===== src/ephr_pkg.sv =====
// package: register map, field layout and reset values of the ethernet port host registers
package ephr_pkg;

  // printed offsets are register indexes; byte address is four times the index
  localparam int unsigned ADDR_W = 12;
  localparam int unsigned IDX_W  = 10;
  localparam logic [IDX_W-1:0] IDX_PORT_INT_ENABLE = 10'h022;
  localparam logic [IDX_W-1:0] IDX_EEPROM_COMMAND  = 10'h040;
  localparam logic [IDX_W-1:0] IDX_EEPROM_DATA     = 10'h042;
  localparam logic [IDX_W-1:0] IDX_RX_BYTE_COUNT   = 10'h050;
  localparam logic [IDX_W-1:0] IDX_EVENT_QUEUE     = 10'h120;
  localparam logic [IDX_W-1:0] IDX_EVENT_QUEUE_ALT = 10'h008;

  // master interrupt enable field
  localparam int unsigned     INT_DISABLE_BIT = 2;
  localparam logic [15:0]     INT_ENABLE_RST  = 16'h0004;

  // eeprom command fields
  localparam int unsigned     EE_ADDR_LSB = 0;
  localparam int unsigned     EE_ADDR_W   = 8;
  localparam int unsigned     EE_OP_LSB   = 8;
  localparam int unsigned     EE_OP_W     = 2;
  localparam logic [15:0]     EE_CMD_MASK = 16'h03FF;
  localparam logic [15:0]     EE_CMD_RST  = 16'h0000;
  localparam logic [15:0]     EE_DATA_RST = 16'h0000;

  // event report layout
  localparam int unsigned     NUM_SOURCES = 5;
  localparam int unsigned     SRC_NUM_W   = 6;
  localparam int unsigned     SRC_DATA_W  = 10;
  localparam logic [15:0]     QUEUE_RST   = 16'h0000;
  localparam logic [15:0]     COUNT_RST   = 16'h0000;

  // source numbers: receive, transmit, buffer, missed frames, collisions
  localparam logic [NUM_SOURCES-1:0][SRC_NUM_W-1:0] SRC_NUMBERS =
    {6'h12, 6'h10, 6'h0C, 6'h08, 6'h04};
  localparam int unsigned     SRC_RX   = 0;
  localparam int unsigned     SRC_TX   = 1;
  localparam int unsigned     SRC_BUF  = 2;
  localparam int unsigned     SRC_MISS = 3;
  localparam int unsigned     SRC_COL  = 4;

  // axi responses
  localparam logic [1:0]      RESP_OKAY   = 2'h0;
  localparam logic [1:0]      RESP_SLVERR = 2'h2;

endpackage

===== src/ephr_byte_counter.sv =====
// module: receive frame byte counter, restarted at each frame
`timescale 1ns/1ps
module ephr_byte_counter
#(
  parameter int unsigned WIDTH = 16
)
(
  // clock and reset
  input  wire logic             clk_i,
  input  wire logic             nrst_i,
  // receive logic
  input  wire logic             frame_start_i,
  input  wire logic             byte_i,
  // count
  output logic [WIDTH-1:0]      count_o
);
  import ephr_pkg::*;

  logic [WIDTH-1:0] count_q;
  logic [WIDTH-1:0] count_d;
  logic [WIDTH-1:0] base;

  // a byte in the start cycle is the first byte of the new frame
  assign base    = frame_start_i ? '0 : count_q;
  assign count_d = byte_i ? base + WIDTH'(1) : base;

  always_ff @(posedge clk_i or negedge nrst_i)
  begin
    if (!nrst_i)
    begin
      count_q <= COUNT_RST[WIDTH-1:0];
    end
    else
    begin
      count_q <= count_d;
    end
  end

  assign count_o = count_q;
endmodule


===== src/ephr_event_queue.sv =====
// module: pending event reports of the five sources, presented one at a time
`timescale 1ns/1ps
module ephr_event_queue
(
  // clock and reset
  input  wire logic                                          clk_i,
  input  wire logic                                          nrst_i,
  // event inputs from port logic
  input  wire logic [ephr_pkg::NUM_SOURCES-1:0]              event_i,
  input  wire logic [ephr_pkg::NUM_SOURCES-1:0][ephr_pkg::SRC_DATA_W-1:0] event_bits_i,
  // host side
  input  wire logic                                          pop_i,
  output logic [15:0]                                        head_o,
  output logic                                               pending_o
);
  import ephr_pkg::*;

  logic [NUM_SOURCES-1:0]                 pend_q;
  logic [NUM_SOURCES-1:0][SRC_DATA_W-1:0] bits_q;
  logic [NUM_SOURCES-1:0]                 sel;
  logic [15:0]                            head;

  // fixed order: lowest source first, so receive reports are never starved
  always_comb
  begin
    sel  = '0;
    head = QUEUE_RST;
    for (int i = NUM_SOURCES - 1; i >= 0; i--)
    begin
      if (pend_q[i])
      begin
        sel  = '0;
        sel[i] = 1'b1;
        head = {bits_q[i][9:2], bits_q[i][1:0], SRC_NUMBERS[i]};
      end
    end
  end

  genvar g;
  generate
    for (g = 0; g < NUM_SOURCES; g++)
    begin : g_src
      logic clr;
      assign clr = pop_i & sel[g];
      // a new event in the pop cycle stays pending
      always_ff @(posedge clk_i or negedge nrst_i)
      begin
        if (!nrst_i)
        begin
          pend_q[g] <= 1'b0;
          bits_q[g] <= '0;
        end
        else
        begin
          pend_q[g] <= (pend_q[g] & ~clr) | event_i[g];
          bits_q[g] <= (clr ? '0 : bits_q[g]) | (event_i[g] ? event_bits_i[g] : '0);
        end
      end
    end
  endgenerate

  assign head_o    = head;
  assign pending_o = |pend_q;
endmodule


===== src/ephr_host_regs.sv =====
// module: ethernet port host registers behind an axi4-lite slave
//
// What this block does
// - a zero interrupt code enables port interrupts, a code with bit 2 set disables them.
// - after reset port interrupts are disabled and the enable register low bits read 100.
// - eeprom command bits 7:0 give the eeprom word address.
// - eeprom command bits 9:8 give the eeprom opcode.
// - eeprom data holds the sixteen-bit word with low byte at the lower address.
// - the receive byte counter counts bytes of the current frame as they arrive.
// - the byte count reads as sixteen bits, least significant byte at the lower address.
// - an event sets its source register bits, is queued for report and raises the request.
// - the queue carries only receive, transmit, buffer, missed-frame and collision reports.
// - queue bits 5:0 give the source register number 4, 8, C, 10 or 12.
// - queue bits 7:6 and 15:8 carry the source register contents.
// - the queue also reads at a second offset with the same content.
// - after reset the queue reads zero.
// - receive reports carry number 4.
//
// The AXI4-Lite slave port was decided locally.
`timescale 1ns/1ps
module ephr_host_regs
(
  // clock and reset
  input  wire logic                                clk_i,
  input  wire logic                                nrst_i,
  // axi4-lite write address
  input  wire logic                                s_axi_awvalid,
  output logic                                     s_axi_awready,
  input  wire logic [ephr_pkg::ADDR_W-1:0]         s_axi_awaddr,
  input  wire logic [2:0]                          s_axi_awprot,
  // axi4-lite write data
  input  wire logic                                s_axi_wvalid,
  output logic                                     s_axi_wready,
  input  wire logic [31:0]                         s_axi_wdata,
  input  wire logic [3:0]                          s_axi_wstrb,
  // axi4-lite write response
  output logic                                     s_axi_bvalid,
  input  wire logic                                s_axi_bready,
  output logic [1:0]                               s_axi_bresp,
  // axi4-lite read address
  input  wire logic                                s_axi_arvalid,
  output logic                                     s_axi_arready,
  input  wire logic [ephr_pkg::ADDR_W-1:0]         s_axi_araddr,
  input  wire logic [2:0]                          s_axi_arprot,
  // axi4-lite read data
  output logic                                     s_axi_rvalid,
  input  wire logic                                s_axi_rready,
  output logic [31:0]                              s_axi_rdata,
  output logic [1:0]                               s_axi_rresp,
  // event reports from receive, transmit and buffer logic
  input  wire logic                                receive_event_report_i,
  input  wire logic [ephr_pkg::SRC_DATA_W-1:0]     receive_event_bits_i,
  input  wire logic                                transmit_event_report_i,
  input  wire logic [ephr_pkg::SRC_DATA_W-1:0]     transmit_event_bits_i,
  input  wire logic                                buffer_event_report_i,
  input  wire logic [ephr_pkg::SRC_DATA_W-1:0]     buffer_event_bits_i,
  input  wire logic                                missed_frame_counter_i,
  input  wire logic [ephr_pkg::SRC_DATA_W-1:0]     missed_frame_bits_i,
  input  wire logic                                collision_counter_i,
  input  wire logic [ephr_pkg::SRC_DATA_W-1:0]     collision_bits_i,
  // receive byte stream
  input  wire logic                                rx_frame_start_i,
  input  wire logic                                rx_byte_i,
  // eeprom engine
  output logic                                     eeprom_start_o,
  output logic [ephr_pkg::EE_OP_W-1:0]             eeprom_opcode_o,
  output logic [ephr_pkg::EE_ADDR_W-1:0]           eeprom_word_address_o,
  output logic [15:0]                              eeprom_word_data_o,
  input  wire logic                                eeprom_read_valid_i,
  input  wire logic [15:0]                         eeprom_read_data_i,
  // interrupt request pin
  output logic                                     irq_o
);
  import ephr_pkg::*;

  // write channel state
  logic                    awready_q;
  logic                    wready_q;
  logic                    aw_held_q;
  logic                    w_held_q;
  logic [ADDR_W-1:0]       waddr_q;
  logic [31:0]             wdata_q;
  logic [3:0]              wstrb_q;
  logic                    bvalid_q;
  logic [1:0]              bresp_q;
  // read channel state
  logic                    arready_q;
  logic                    rvalid_q;
  logic [31:0]             rdata_q;
  logic [1:0]              rresp_q;
  // registers
  logic [15:0]             int_enable_q;
  logic [15:0]             int_enable_d;
  logic [15:0]             ee_cmd_q;
  logic [15:0]             ee_cmd_d;
  logic [15:0]             ee_data_q;
  logic [15:0]             ee_data_d;
  logic                    ee_start_q;
  logic                    irq_q;

  // handshakes
  wire aw_hs = s_axi_awvalid & awready_q;
  wire w_hs  = s_axi_wvalid & wready_q;
  wire b_hs  = bvalid_q & s_axi_bready;
  wire ar_hs = s_axi_arvalid & arready_q;
  wire r_hs  = rvalid_q & s_axi_rready;

  // the write happens once both halves are held and no response is pending
  wire do_write = aw_held_q & w_held_q & ~bvalid_q;

  // register write strobes, one cycle each
  wire int_en_wr  = do_write & wsel_int;
  wire ee_cmd_wr  = do_write & wsel_cmd;
  wire ee_data_wr = do_write & wsel_data;

  // write decode
  wire [IDX_W-1:0] widx   = waddr_q[ADDR_W-1:2];
  wire wsel_int           = (widx == IDX_PORT_INT_ENABLE);
  wire wsel_cmd           = (widx == IDX_EEPROM_COMMAND);
  wire wsel_data          = (widx == IDX_EEPROM_DATA);
  wire wsel_count         = (widx == IDX_RX_BYTE_COUNT);
  wire wsel_queue         = (widx == IDX_EVENT_QUEUE) | (widx == IDX_EVENT_QUEUE_ALT);
  wire wmapped            = wsel_int | wsel_cmd | wsel_data | wsel_count | wsel_queue;

  // read-only registers ignore writes but answer okay
  wire [15:0] wmask = {{8{wstrb_q[1]}}, {8{wstrb_q[0]}}};

  // read decode
  wire [IDX_W-1:0] ridx   = s_axi_araddr[ADDR_W-1:2];
  wire rsel_int           = (ridx == IDX_PORT_INT_ENABLE);
  wire rsel_cmd           = (ridx == IDX_EEPROM_COMMAND);
  wire rsel_data          = (ridx == IDX_EEPROM_DATA);
  wire rsel_count         = (ridx == IDX_RX_BYTE_COUNT);
  wire rsel_queue         = (ridx == IDX_EVENT_QUEUE) | (ridx == IDX_EVENT_QUEUE_ALT);
  wire rmapped            = rsel_int | rsel_cmd | rsel_data | rsel_count | rsel_queue;

  // event sources; nothing else feeds the queue
  logic [NUM_SOURCES-1:0]                 ev_valid;
  logic [NUM_SOURCES-1:0][SRC_DATA_W-1:0] ev_bits;
  logic [15:0]                            queue_head;
  logic                                   queue_pending;
  logic [15:0]                            byte_count;

  assign ev_valid[SRC_RX]   = receive_event_report_i;
  assign ev_valid[SRC_TX]   = transmit_event_report_i;
  assign ev_valid[SRC_BUF]  = buffer_event_report_i;
  assign ev_valid[SRC_MISS] = missed_frame_counter_i;
  assign ev_valid[SRC_COL]  = collision_counter_i;
  assign ev_bits[SRC_RX]    = receive_event_bits_i;
  assign ev_bits[SRC_TX]    = transmit_event_bits_i;
  assign ev_bits[SRC_BUF]   = buffer_event_bits_i;
  assign ev_bits[SRC_MISS]  = missed_frame_bits_i;
  assign ev_bits[SRC_COL]   = collision_bits_i;

  // a queue read takes the report it returns off the queue
  wire queue_pop = ar_hs & rsel_queue;

  ephr_event_queue u_queue
  (
    .clk_i        (clk_i),
    .nrst_i       (nrst_i),
    .event_i      (ev_valid),
    .event_bits_i (ev_bits),
    .pop_i        (queue_pop),
    .head_o       (queue_head),
    .pending_o    (queue_pending)
  );

  ephr_byte_counter #(.WIDTH(16)) u_count
  (
    .clk_i         (clk_i),
    .nrst_i        (nrst_i),
    .frame_start_i (rx_frame_start_i),
    .byte_i        (rx_byte_i),
    .count_o       (byte_count)
  );

  // read mux; bits above the sixteen-bit registers read as zero
  wire [15:0] rmux =
    rsel_int   ? int_enable_q :
    rsel_cmd   ? ee_cmd_q     :
    rsel_data  ? ee_data_q    :
    rsel_count ? byte_count   :
    rsel_queue ? queue_head   :
                 16'h0000;

  // register next values
  assign int_enable_d = int_en_wr ?
                        (int_enable_q & ~wmask) | (wdata_q[15:0] & wmask) : int_enable_q;
  // reserved command bits are not stored, so they read back zero whatever the host wrote
  assign ee_cmd_d     = ee_cmd_wr ?
                        ((ee_cmd_q & ~wmask) | (wdata_q[15:0] & wmask)) & EE_CMD_MASK
                        : ee_cmd_q;
  // a word returned by the eeprom engine wins over a host write in the same cycle
  assign ee_data_d    = eeprom_read_valid_i ? eeprom_read_data_i :
                        ee_data_wr ?
                        (ee_data_q & ~wmask) | (wdata_q[15:0] & wmask) : ee_data_q;

  // request pin follows pending reports while the enable code has bit 2 clear
  wire irq_d = queue_pending & ~int_enable_q[INT_DISABLE_BIT];

  // write address channel
  always_ff @(posedge clk_i or negedge nrst_i)
  begin
    if (!nrst_i)
    begin
      awready_q <= 1'b1;
      aw_held_q <= 1'b0;
      waddr_q   <= '0;
    end
    else if (aw_hs)
    begin
      awready_q <= 1'b0;
      aw_held_q <= 1'b1;
      waddr_q   <= s_axi_awaddr;
    end
    else if (b_hs)
    begin
      awready_q <= 1'b1;
      aw_held_q <= 1'b0;
    end
  end

  // write data channel
  always_ff @(posedge clk_i or negedge nrst_i)
  begin
    if (!nrst_i)
    begin
      wready_q <= 1'b1;
      w_held_q <= 1'b0;
      wdata_q  <= '0;
      wstrb_q  <= '0;
    end
    else if (w_hs)
    begin
      wready_q <= 1'b0;
      w_held_q <= 1'b1;
      wdata_q  <= s_axi_wdata;
      wstrb_q  <= s_axi_wstrb;
    end
    else if (b_hs)
    begin
      wready_q <= 1'b1;
      w_held_q <= 1'b0;
    end
  end

  // write response
  always_ff @(posedge clk_i or negedge nrst_i)
  begin
    if (!nrst_i)
    begin
      bvalid_q <= 1'b0;
      bresp_q  <= RESP_OKAY;
    end
    else if (do_write)
    begin
      bvalid_q <= 1'b1;
      bresp_q  <= wmapped ? RESP_OKAY : RESP_SLVERR;
    end
    else if (b_hs)
    begin
      bvalid_q <= 1'b0;
    end
  end

  // read channel: data is captured at the address handshake
  always_ff @(posedge clk_i or negedge nrst_i)
  begin
    if (!nrst_i)
    begin
      arready_q <= 1'b1;
      rvalid_q  <= 1'b0;
      rdata_q   <= '0;
      rresp_q   <= RESP_OKAY;
    end
    else if (ar_hs)
    begin
      arready_q <= 1'b0;
      rvalid_q  <= 1'b1;
      rdata_q   <= {16'h0000, rmux};
      rresp_q   <= rmapped ? RESP_OKAY : RESP_SLVERR;
    end
    else if (r_hs)
    begin
      arready_q <= 1'b1;
      rvalid_q  <= 1'b0;
    end
  end

  // registers
  always_ff @(posedge clk_i or negedge nrst_i)
  begin
    if (!nrst_i)
    begin
      int_enable_q <= INT_ENABLE_RST;
      ee_cmd_q     <= EE_CMD_RST;
      ee_data_q    <= EE_DATA_RST;
    end
    else
    begin
      int_enable_q <= int_enable_d;
      ee_cmd_q     <= ee_cmd_d;
      ee_data_q    <= ee_data_d;
    end
  end

  // command launch pulse, one cycle after the command write
  always_ff @(posedge clk_i or negedge nrst_i)
  begin
    if (!nrst_i)
    begin
      ee_start_q <= 1'b0;
    end
    else
    begin
      ee_start_q <= ee_cmd_wr;
    end
  end

  // request pin is a flop so it cannot glitch while the queue changes
  always_ff @(posedge clk_i or negedge nrst_i)
  begin
    if (!nrst_i)
    begin
      irq_q <= 1'b0;
    end
    else
    begin
      irq_q <= irq_d;
    end
  end

  // outputs
  assign s_axi_awready         = awready_q;
  assign s_axi_wready          = wready_q;
  assign s_axi_bvalid          = bvalid_q;
  assign s_axi_bresp           = bresp_q;
  assign s_axi_arready         = arready_q;
  assign s_axi_rvalid          = rvalid_q;
  assign s_axi_rdata           = rdata_q;
  assign s_axi_rresp           = rresp_q;
  assign eeprom_start_o        = ee_start_q;
  assign eeprom_opcode_o       = ee_cmd_q[EE_OP_LSB +: EE_OP_W];
  assign eeprom_word_address_o = ee_cmd_q[EE_ADDR_LSB +: EE_ADDR_W];
  assign eeprom_word_data_o    = ee_data_q;
  assign irq_o                 = irq_q;
endmodule


===== config.mk =====
export PLATFORM = sky130hd
export DESIGN_NAME = ephr_host_regs
export DESIGN_NICKNAME = d
export VERILOG_FILES = /design/src/ephr_pkg.sv /design/src/ephr_byte_counter.sv /design/src/ephr_event_queue.sv /design/src/ephr_host_regs.sv
export SDC_FILE = /design/constraint.sdc
export NUM_CORES = 1
export LEC_CHECK = 0
export ABC_AREA = 1
export BUFFER_PORTS_ARGS = -buffer_cell sky130_fd_sc_hd__buf_2
export CELL_PAD_IN_SITES_DETAIL_PLACEMENT = 0
export CELL_PAD_IN_SITES_GLOBAL_PLACEMENT = 2
export CORE_ASPECT_RATIO = 1.2
export CORE_MARGIN = 3
export CORE_UTILIZATION = 30
export DETAILED_ROUTE_END_ITERATION = 8
export PLACE_DENSITY_LB_ADDON = 0.1
export RECOVER_POWER = 50
export SYNTH_ARGS = -nofsm -noshare
export SYNTH_HDL_FRONTEND = slang
export SYNTH_SLANG_ARGS = --single-unit

===== constraint.sdc =====
create_clock -name clk_i -period 3 [get_ports clk_i]
set_clock_uncertainty 0.05 [all_clocks]
set_input_delay 0.15 -clock clk_i [delete_from_list [all_inputs] [get_ports clk_i]]
set_output_delay 0.15 -clock clk_i [all_outputs]
set_load 0.02 [all_outputs]

==> flow_summary.ini, run 1 <==
[job]
cap_violations = 2

[timing]
drv_slew = 114
worst_pin_slew_ps = 2140
setup_tns_ps = 0
fmax_mhz = 454
relSlewSlack = -0.429
rsz0062_at_grt = false
hold_viol = 0
setup_viol_count_final = 0
period_share = 0.734
final.min_clock_period_ps = 2200

[place]
place_congestion = 0.852
post_dp_cell_area_um2 = 9340
dpl.hpwl_um = 18800
port_buffers = 169

[setup_path]
worstPathCellList = dlygate4sd3_1 > clkbuf_2
r2r_setup_slack_ps = 830
reg2reg_from = s_axi_wready
cp_slowest_cell = clkbuf_2
rr_endpoint = wstrb_q[1]
slowest_delay_ps = 1500
critPathLaunchType = input pin
required_ps = 3050
critPathBufInv = 2
cp.arrival_ps = 2250
cp_top_family = buffers and inverters
criticalPathCategory = in -> async
cp-end-kind = async pin
r2r_cells = 3
crit_fanout = 77

[grt]
gr-usage-all-layers = 0.173
grt_pass1_wl_um = 40200
antenna_found_initial = 0
grt_pass1_vias = 7553
grt_overflow = 0
grt_max_degree = 78

[logic_synthesis]
synth_edf_count = 0
async_flop_share = 1.00
synthTopCellsByArea = dfrtp_1, nand2_1, inv_1
synth.avg_cell_area_um2 = 7.90
synth.largest_area_cell = dfrtp_1
synth_top_area_share = 0.501
seq_area_frac_synth = 0.514
synth.most_common_cell = nand2_1
netlist_instances = 1038
synth_commonest_cells = nand2_1, dfrtp_1, inv_1
yosysWarnings = 0
synth.distinct_cells = 36
syn_area_um2 = 8200
ys_ff_latch = 168
synth_ff_type = dfrtp_1

[final_layout]
drive_gt1_frac = 0.158
diodes = 0
area_growth_pct = 33.4
final_nets = 1455
final_area_um2 = 10900

[floorplanning]
die_x_um = 157
core_area_um2 = 26600
rows = 65
initial_core_util = 0.308
chipHeight_um = 187
ios = 216
die_area_um2 = 29300

[cts]
clk_path_buf_depth = 2
clkSlewWorstSetupHoldPaths_ps = 70
cts_sinks = 168
htree_levels = 4
clkLatencyLatePin_ps = 430
cts_buffers = 17
post_cts_buffers = 0
root_buffer = clkbuf_16
cts_tree = done

[power]
p_per_area_nw_per_um2 = 605
peakVddDrop_v = 0.000369
power.leakage_uw = 0.00549

[route]
drc = 0
dr_wl_met2_um = 12100
dr.max_layer_used = met4
dr_total_vias = 7324
drt_iter0_drc = 296
via_per_inst = 4.43
met3_length_um = 877
wl_per_cell_um = 15.1
ant_nets = 0
drt_pass1_iterations = 4
wl_met1_um = 11700
finalWirelength_um = 24900

[hold_path]
hold_class = in -> reg
hold-path-endpoint = u_queue.bits_q[7]
worstHoldStart = receive_event_report_i
hold_path_depth = 3

[outcome]
status = finished with violations
violations = capacitance limit, slew limit
-- worst max-delay path by stage --
stage | depth (start not counted) | slack, ps | from | endpoint
2_1_floorplan | 8 | 1370 | s_axi_bvalid | register
3_3_place_gp | 10 | 1010 | u_queue.pend_q[1] | s_axi_rdata[12]
3_5_place_dp | 9 | 1020 | s_axi_araddr[4] | u_queue.bits_q[2]
4_1_cts | 8 | 1000 | s_axi_bvalid | register
5_1_grt | 2 | 400 | nrst_i | async pin
6_report | 2 | 800 | nrst_i | s_axi_bresp[1]
-- kinds of logic (layout without fill, tap and decap cells) --
group	Yosys count	after routing	synth area share
simple gates	520	520	0.268
compound gates	149	149	0.0980
flops	168	168	0.514
buf+inv	181	445	0.0978
xor+xnor	14	14	0.0150
other cells	1	18	0.000458
mux	4	4	0.00549
fa+ha+maj	1	1	0.00153
-- cells in the final DEF (no fill, tap or decap), types with 6 or more instances in the layout --
cell	synthesis	routed
nor2_1	89	89
o211ai_1	18	18
nand3_1	53	53
xor2_1	8	8
dlygate4sd3_1	0	103
clkbuf_16	0	17
o21ai_0	73	73
inv_1	124	124
or2_2	6	6
buf_4	21	10
clkbuf_1	19	41
nand2_1	331	331
a21oi_1	40	40
buf_2	9	129
xnor2_1	6	6
conb_1	1	18
o21ai_1	13	13
dfrtp_1	164	164
nand4_1	16	16
-- power breakdown --
part	internal [µW]	switching (µW)	total [µW]
clock	1360	1010	2370
combinational	505	925	1430
sequential	2630	184	2810
-- metal layers --
metal	global-route usage	up-vias
met5	0	-
met4	0.0381	0
met3	0.0282	19
met2	0.293	155
met1	0.233	3375
li1	-	3775
-- cell type report --
class	count	area, µm²
Fill cell	2795	15700
Tap cell	335	419
Timing Repair Buffer	286	1950
Clock inverter	13	186
Sequential cell	168	4210
Inverter	128	483
Clock buffer	18	439
Multi-Input combinational cell	706	3250
-- per-stage QoR --
| stage | hold slack [ps] | worst slack [ps] | total power, µW | instances | utilization |
|---|---|---|---|---|---|
| after floorplan | -196 | 1370 | 3710 | 1055 | - |
| after global placement | 220 | 1010 | 4230 | 1520 | 0.351 |
| after detailed placement | 222 | 1020 | 4250 | 1520 | 0.351 |
| after CTS | 1.29 | 996 | 6750 | 1654 | 0.414 |
| after global routing | 8.56 | 397 | 7030 | 1654 | 0.411 |
| final | 8.30 | 798 | 6610 | 1654 | 0.411 |
-- tightest hold or removal path, stage by stage --
cell,delay (ps)
buf_2,170
nand2_1,80
nand2_1,50
-- repair_timing --
action                                  CTS  global route
endpoints found under the setup margin    0             0
hold buffers                            103             0
endpoints found under the hold margin   172             0
gates resized for setup                   0             0
Power figures use the tool's default switching activity.
==> run 2, diff against run 1 <==
clock period = 2.28 ns   (was 3 ns; I/O delays follow)
==> run 2 against run 1 <==
The run now ends clean. Sequential power is 32% higher. Design area up 3.2%. Critical path depth is 6 higher. First-iteration DRC count grew 11%. Sequential cell count is the same. Power up 32%. Die area unchanged. Critical path type is now reg -> reg. Highest routed layer unchanged.
==> flow_summary.ini, run 2 (synthesis gave the netlist of run 1 again) <==
[final_layout]
drive_gt1_frac = 0.173
fin_cells = 1690
final_nets = 1491
final_area_um2 = 11300
final_common_cell = nand2_1
final_cell_mix = nand2_1, dfrtp_1, buf_2
nFillCells = 2815
area_growth_pct = 37.7
diodes = 0

[timing]
setup_tns_ps = 0
setup_viol_count_final = 0
fmax_mhz = 511
period_share = 0.858
final.min_clock_period_ps = 1960
relSlewSlack = 0.232
worst_pin_slew_ps = 1150
drv_slew = 0
whs_ps = 3.93
rsz0062_at_grt = false
fin_ws_ps = 324
hold_viol = 0

[floorplanning]
die_x_um = 157
core_area_um2 = 26600
die_area_um2 = 29300
rows = 65
ios = 216
initial_core_util = 0.308
chipHeight_um = 187

[job]
cap_violations = 0

[hold_path]
hold_path_depth = 2
worstHoldStart = collision_counter_i
hold-path-endpoint = u_queue.pend_q[4]
hold_class = in -> reg

[power]
p_per_area_nw_per_um2 = 771
peakVddDrop_v = 0.000477
power.leakage_uw = 0.00566

[cts]
clkLatencyLatePin_ps = 430
clkSlewWorstSetupHoldPaths_ps = 70
clk_path_buf_depth = 2
cts_tree = done
post_cts_buffers = 0
htree_levels = 4
cts_sinks = 168
root_buffer = clkbuf_16
cts_buffers = 17

[route]
drt_pass1_iterations = 4
drt_iter0_drc = 328
finalWirelength_um = 25500
dr_total_vias = 7417
drc = 0
ant_nets = 0
wl_per_cell_um = 15.1
via_per_inst = 4.39

[setup_path]
critPathLaunchType = register
crit_fanout = 8
r2r_cells = 8
criticalPathCategory = reg -> reg
reg2reg_from = s_axi_bvalid
r2r_setup_slack_ps = 320
cp.arrival_ps = 2210
cp-end-kind = register
required_ps = 2530

[place]
place_congestion = 0.851
post_dp_cell_area_um2 = 9370
port_buffers = 169
pre_cts_ws_ps = 318
dpl.hpwl_um = 19100
place_inst = 1524

[grt]
grt_overflow = 0
grt_pass1_wl_um = 42000
grt_pass1_vias = 7815
gr-usage-all-layers = 0.180
grt_max_degree = 55
antenna_found_initial = 0

[outcome]
status = finished, final reports clean
==> run 2: timing repair <==
action | in CTS | in global routing
endpoints found under the hold margin | 211 | 0
hold buffers | 135 | 0
resized for setup | 0 | 0
==> run 2: layer usage <==
metal,GRT usage,part of all wire,up-vias,wire length [µm]
met3,0.0317,0.033,11,833
met2,0.304,0.49,144,12500
li1,-,-,3834,-
met4,0.0360,0.0068,0,174
met5,0,0,-,0
met1,0.243,0.47,3428,12000
==> run 2: power breakdown <==
part,switching [µW],internal [µW]
sequential,251,3460
clock,1250,1810
combinational,1230,706
==> run 2: area by class of cell <==
cell class,count,area (µm²),share of cell area
clock buffers,21,470,0.0417
multi-input cells,706,3250,0.288
repair buffers,322,2310,0.205
well taps,335,419,0.0371
inverters,128,483,0.0428
clock inverters,10,144,0.0127
flip-flops and latches,168,4210,0.373
==> run 2: worst max-delay path by stage <==
stage	from	endpoint	slack, ps	cells after the start
floorplan	s_axi_bvalid	register	650	8
global placement	s_axi_bvalid	register	360	8
detailed placement	s_axi_bvalid	register	320	8
CTS	s_axi_bvalid	register	290	8
global route	nrst_i	async pin	50	3
finish	s_axi_bvalid	register	320	8
==> run 2: metrics by stage <==
step	util	power, µW
CTS	0.426	8890
finish	0.424	8700
global route	0.424	9280
detailed placement	0.352	5610
floorplan	-	4880
global placement	0.352	5570
==> run 2: worst max-delay path: stages (launching register included) <==
cell and delay (ps):
dfrtp_1 400, inv_1 70, nand3_1 150, inv_1 220, nand3_1 100, nor2_1 300, a21oi_1 320, nand2_1 150
o211ai_1 90
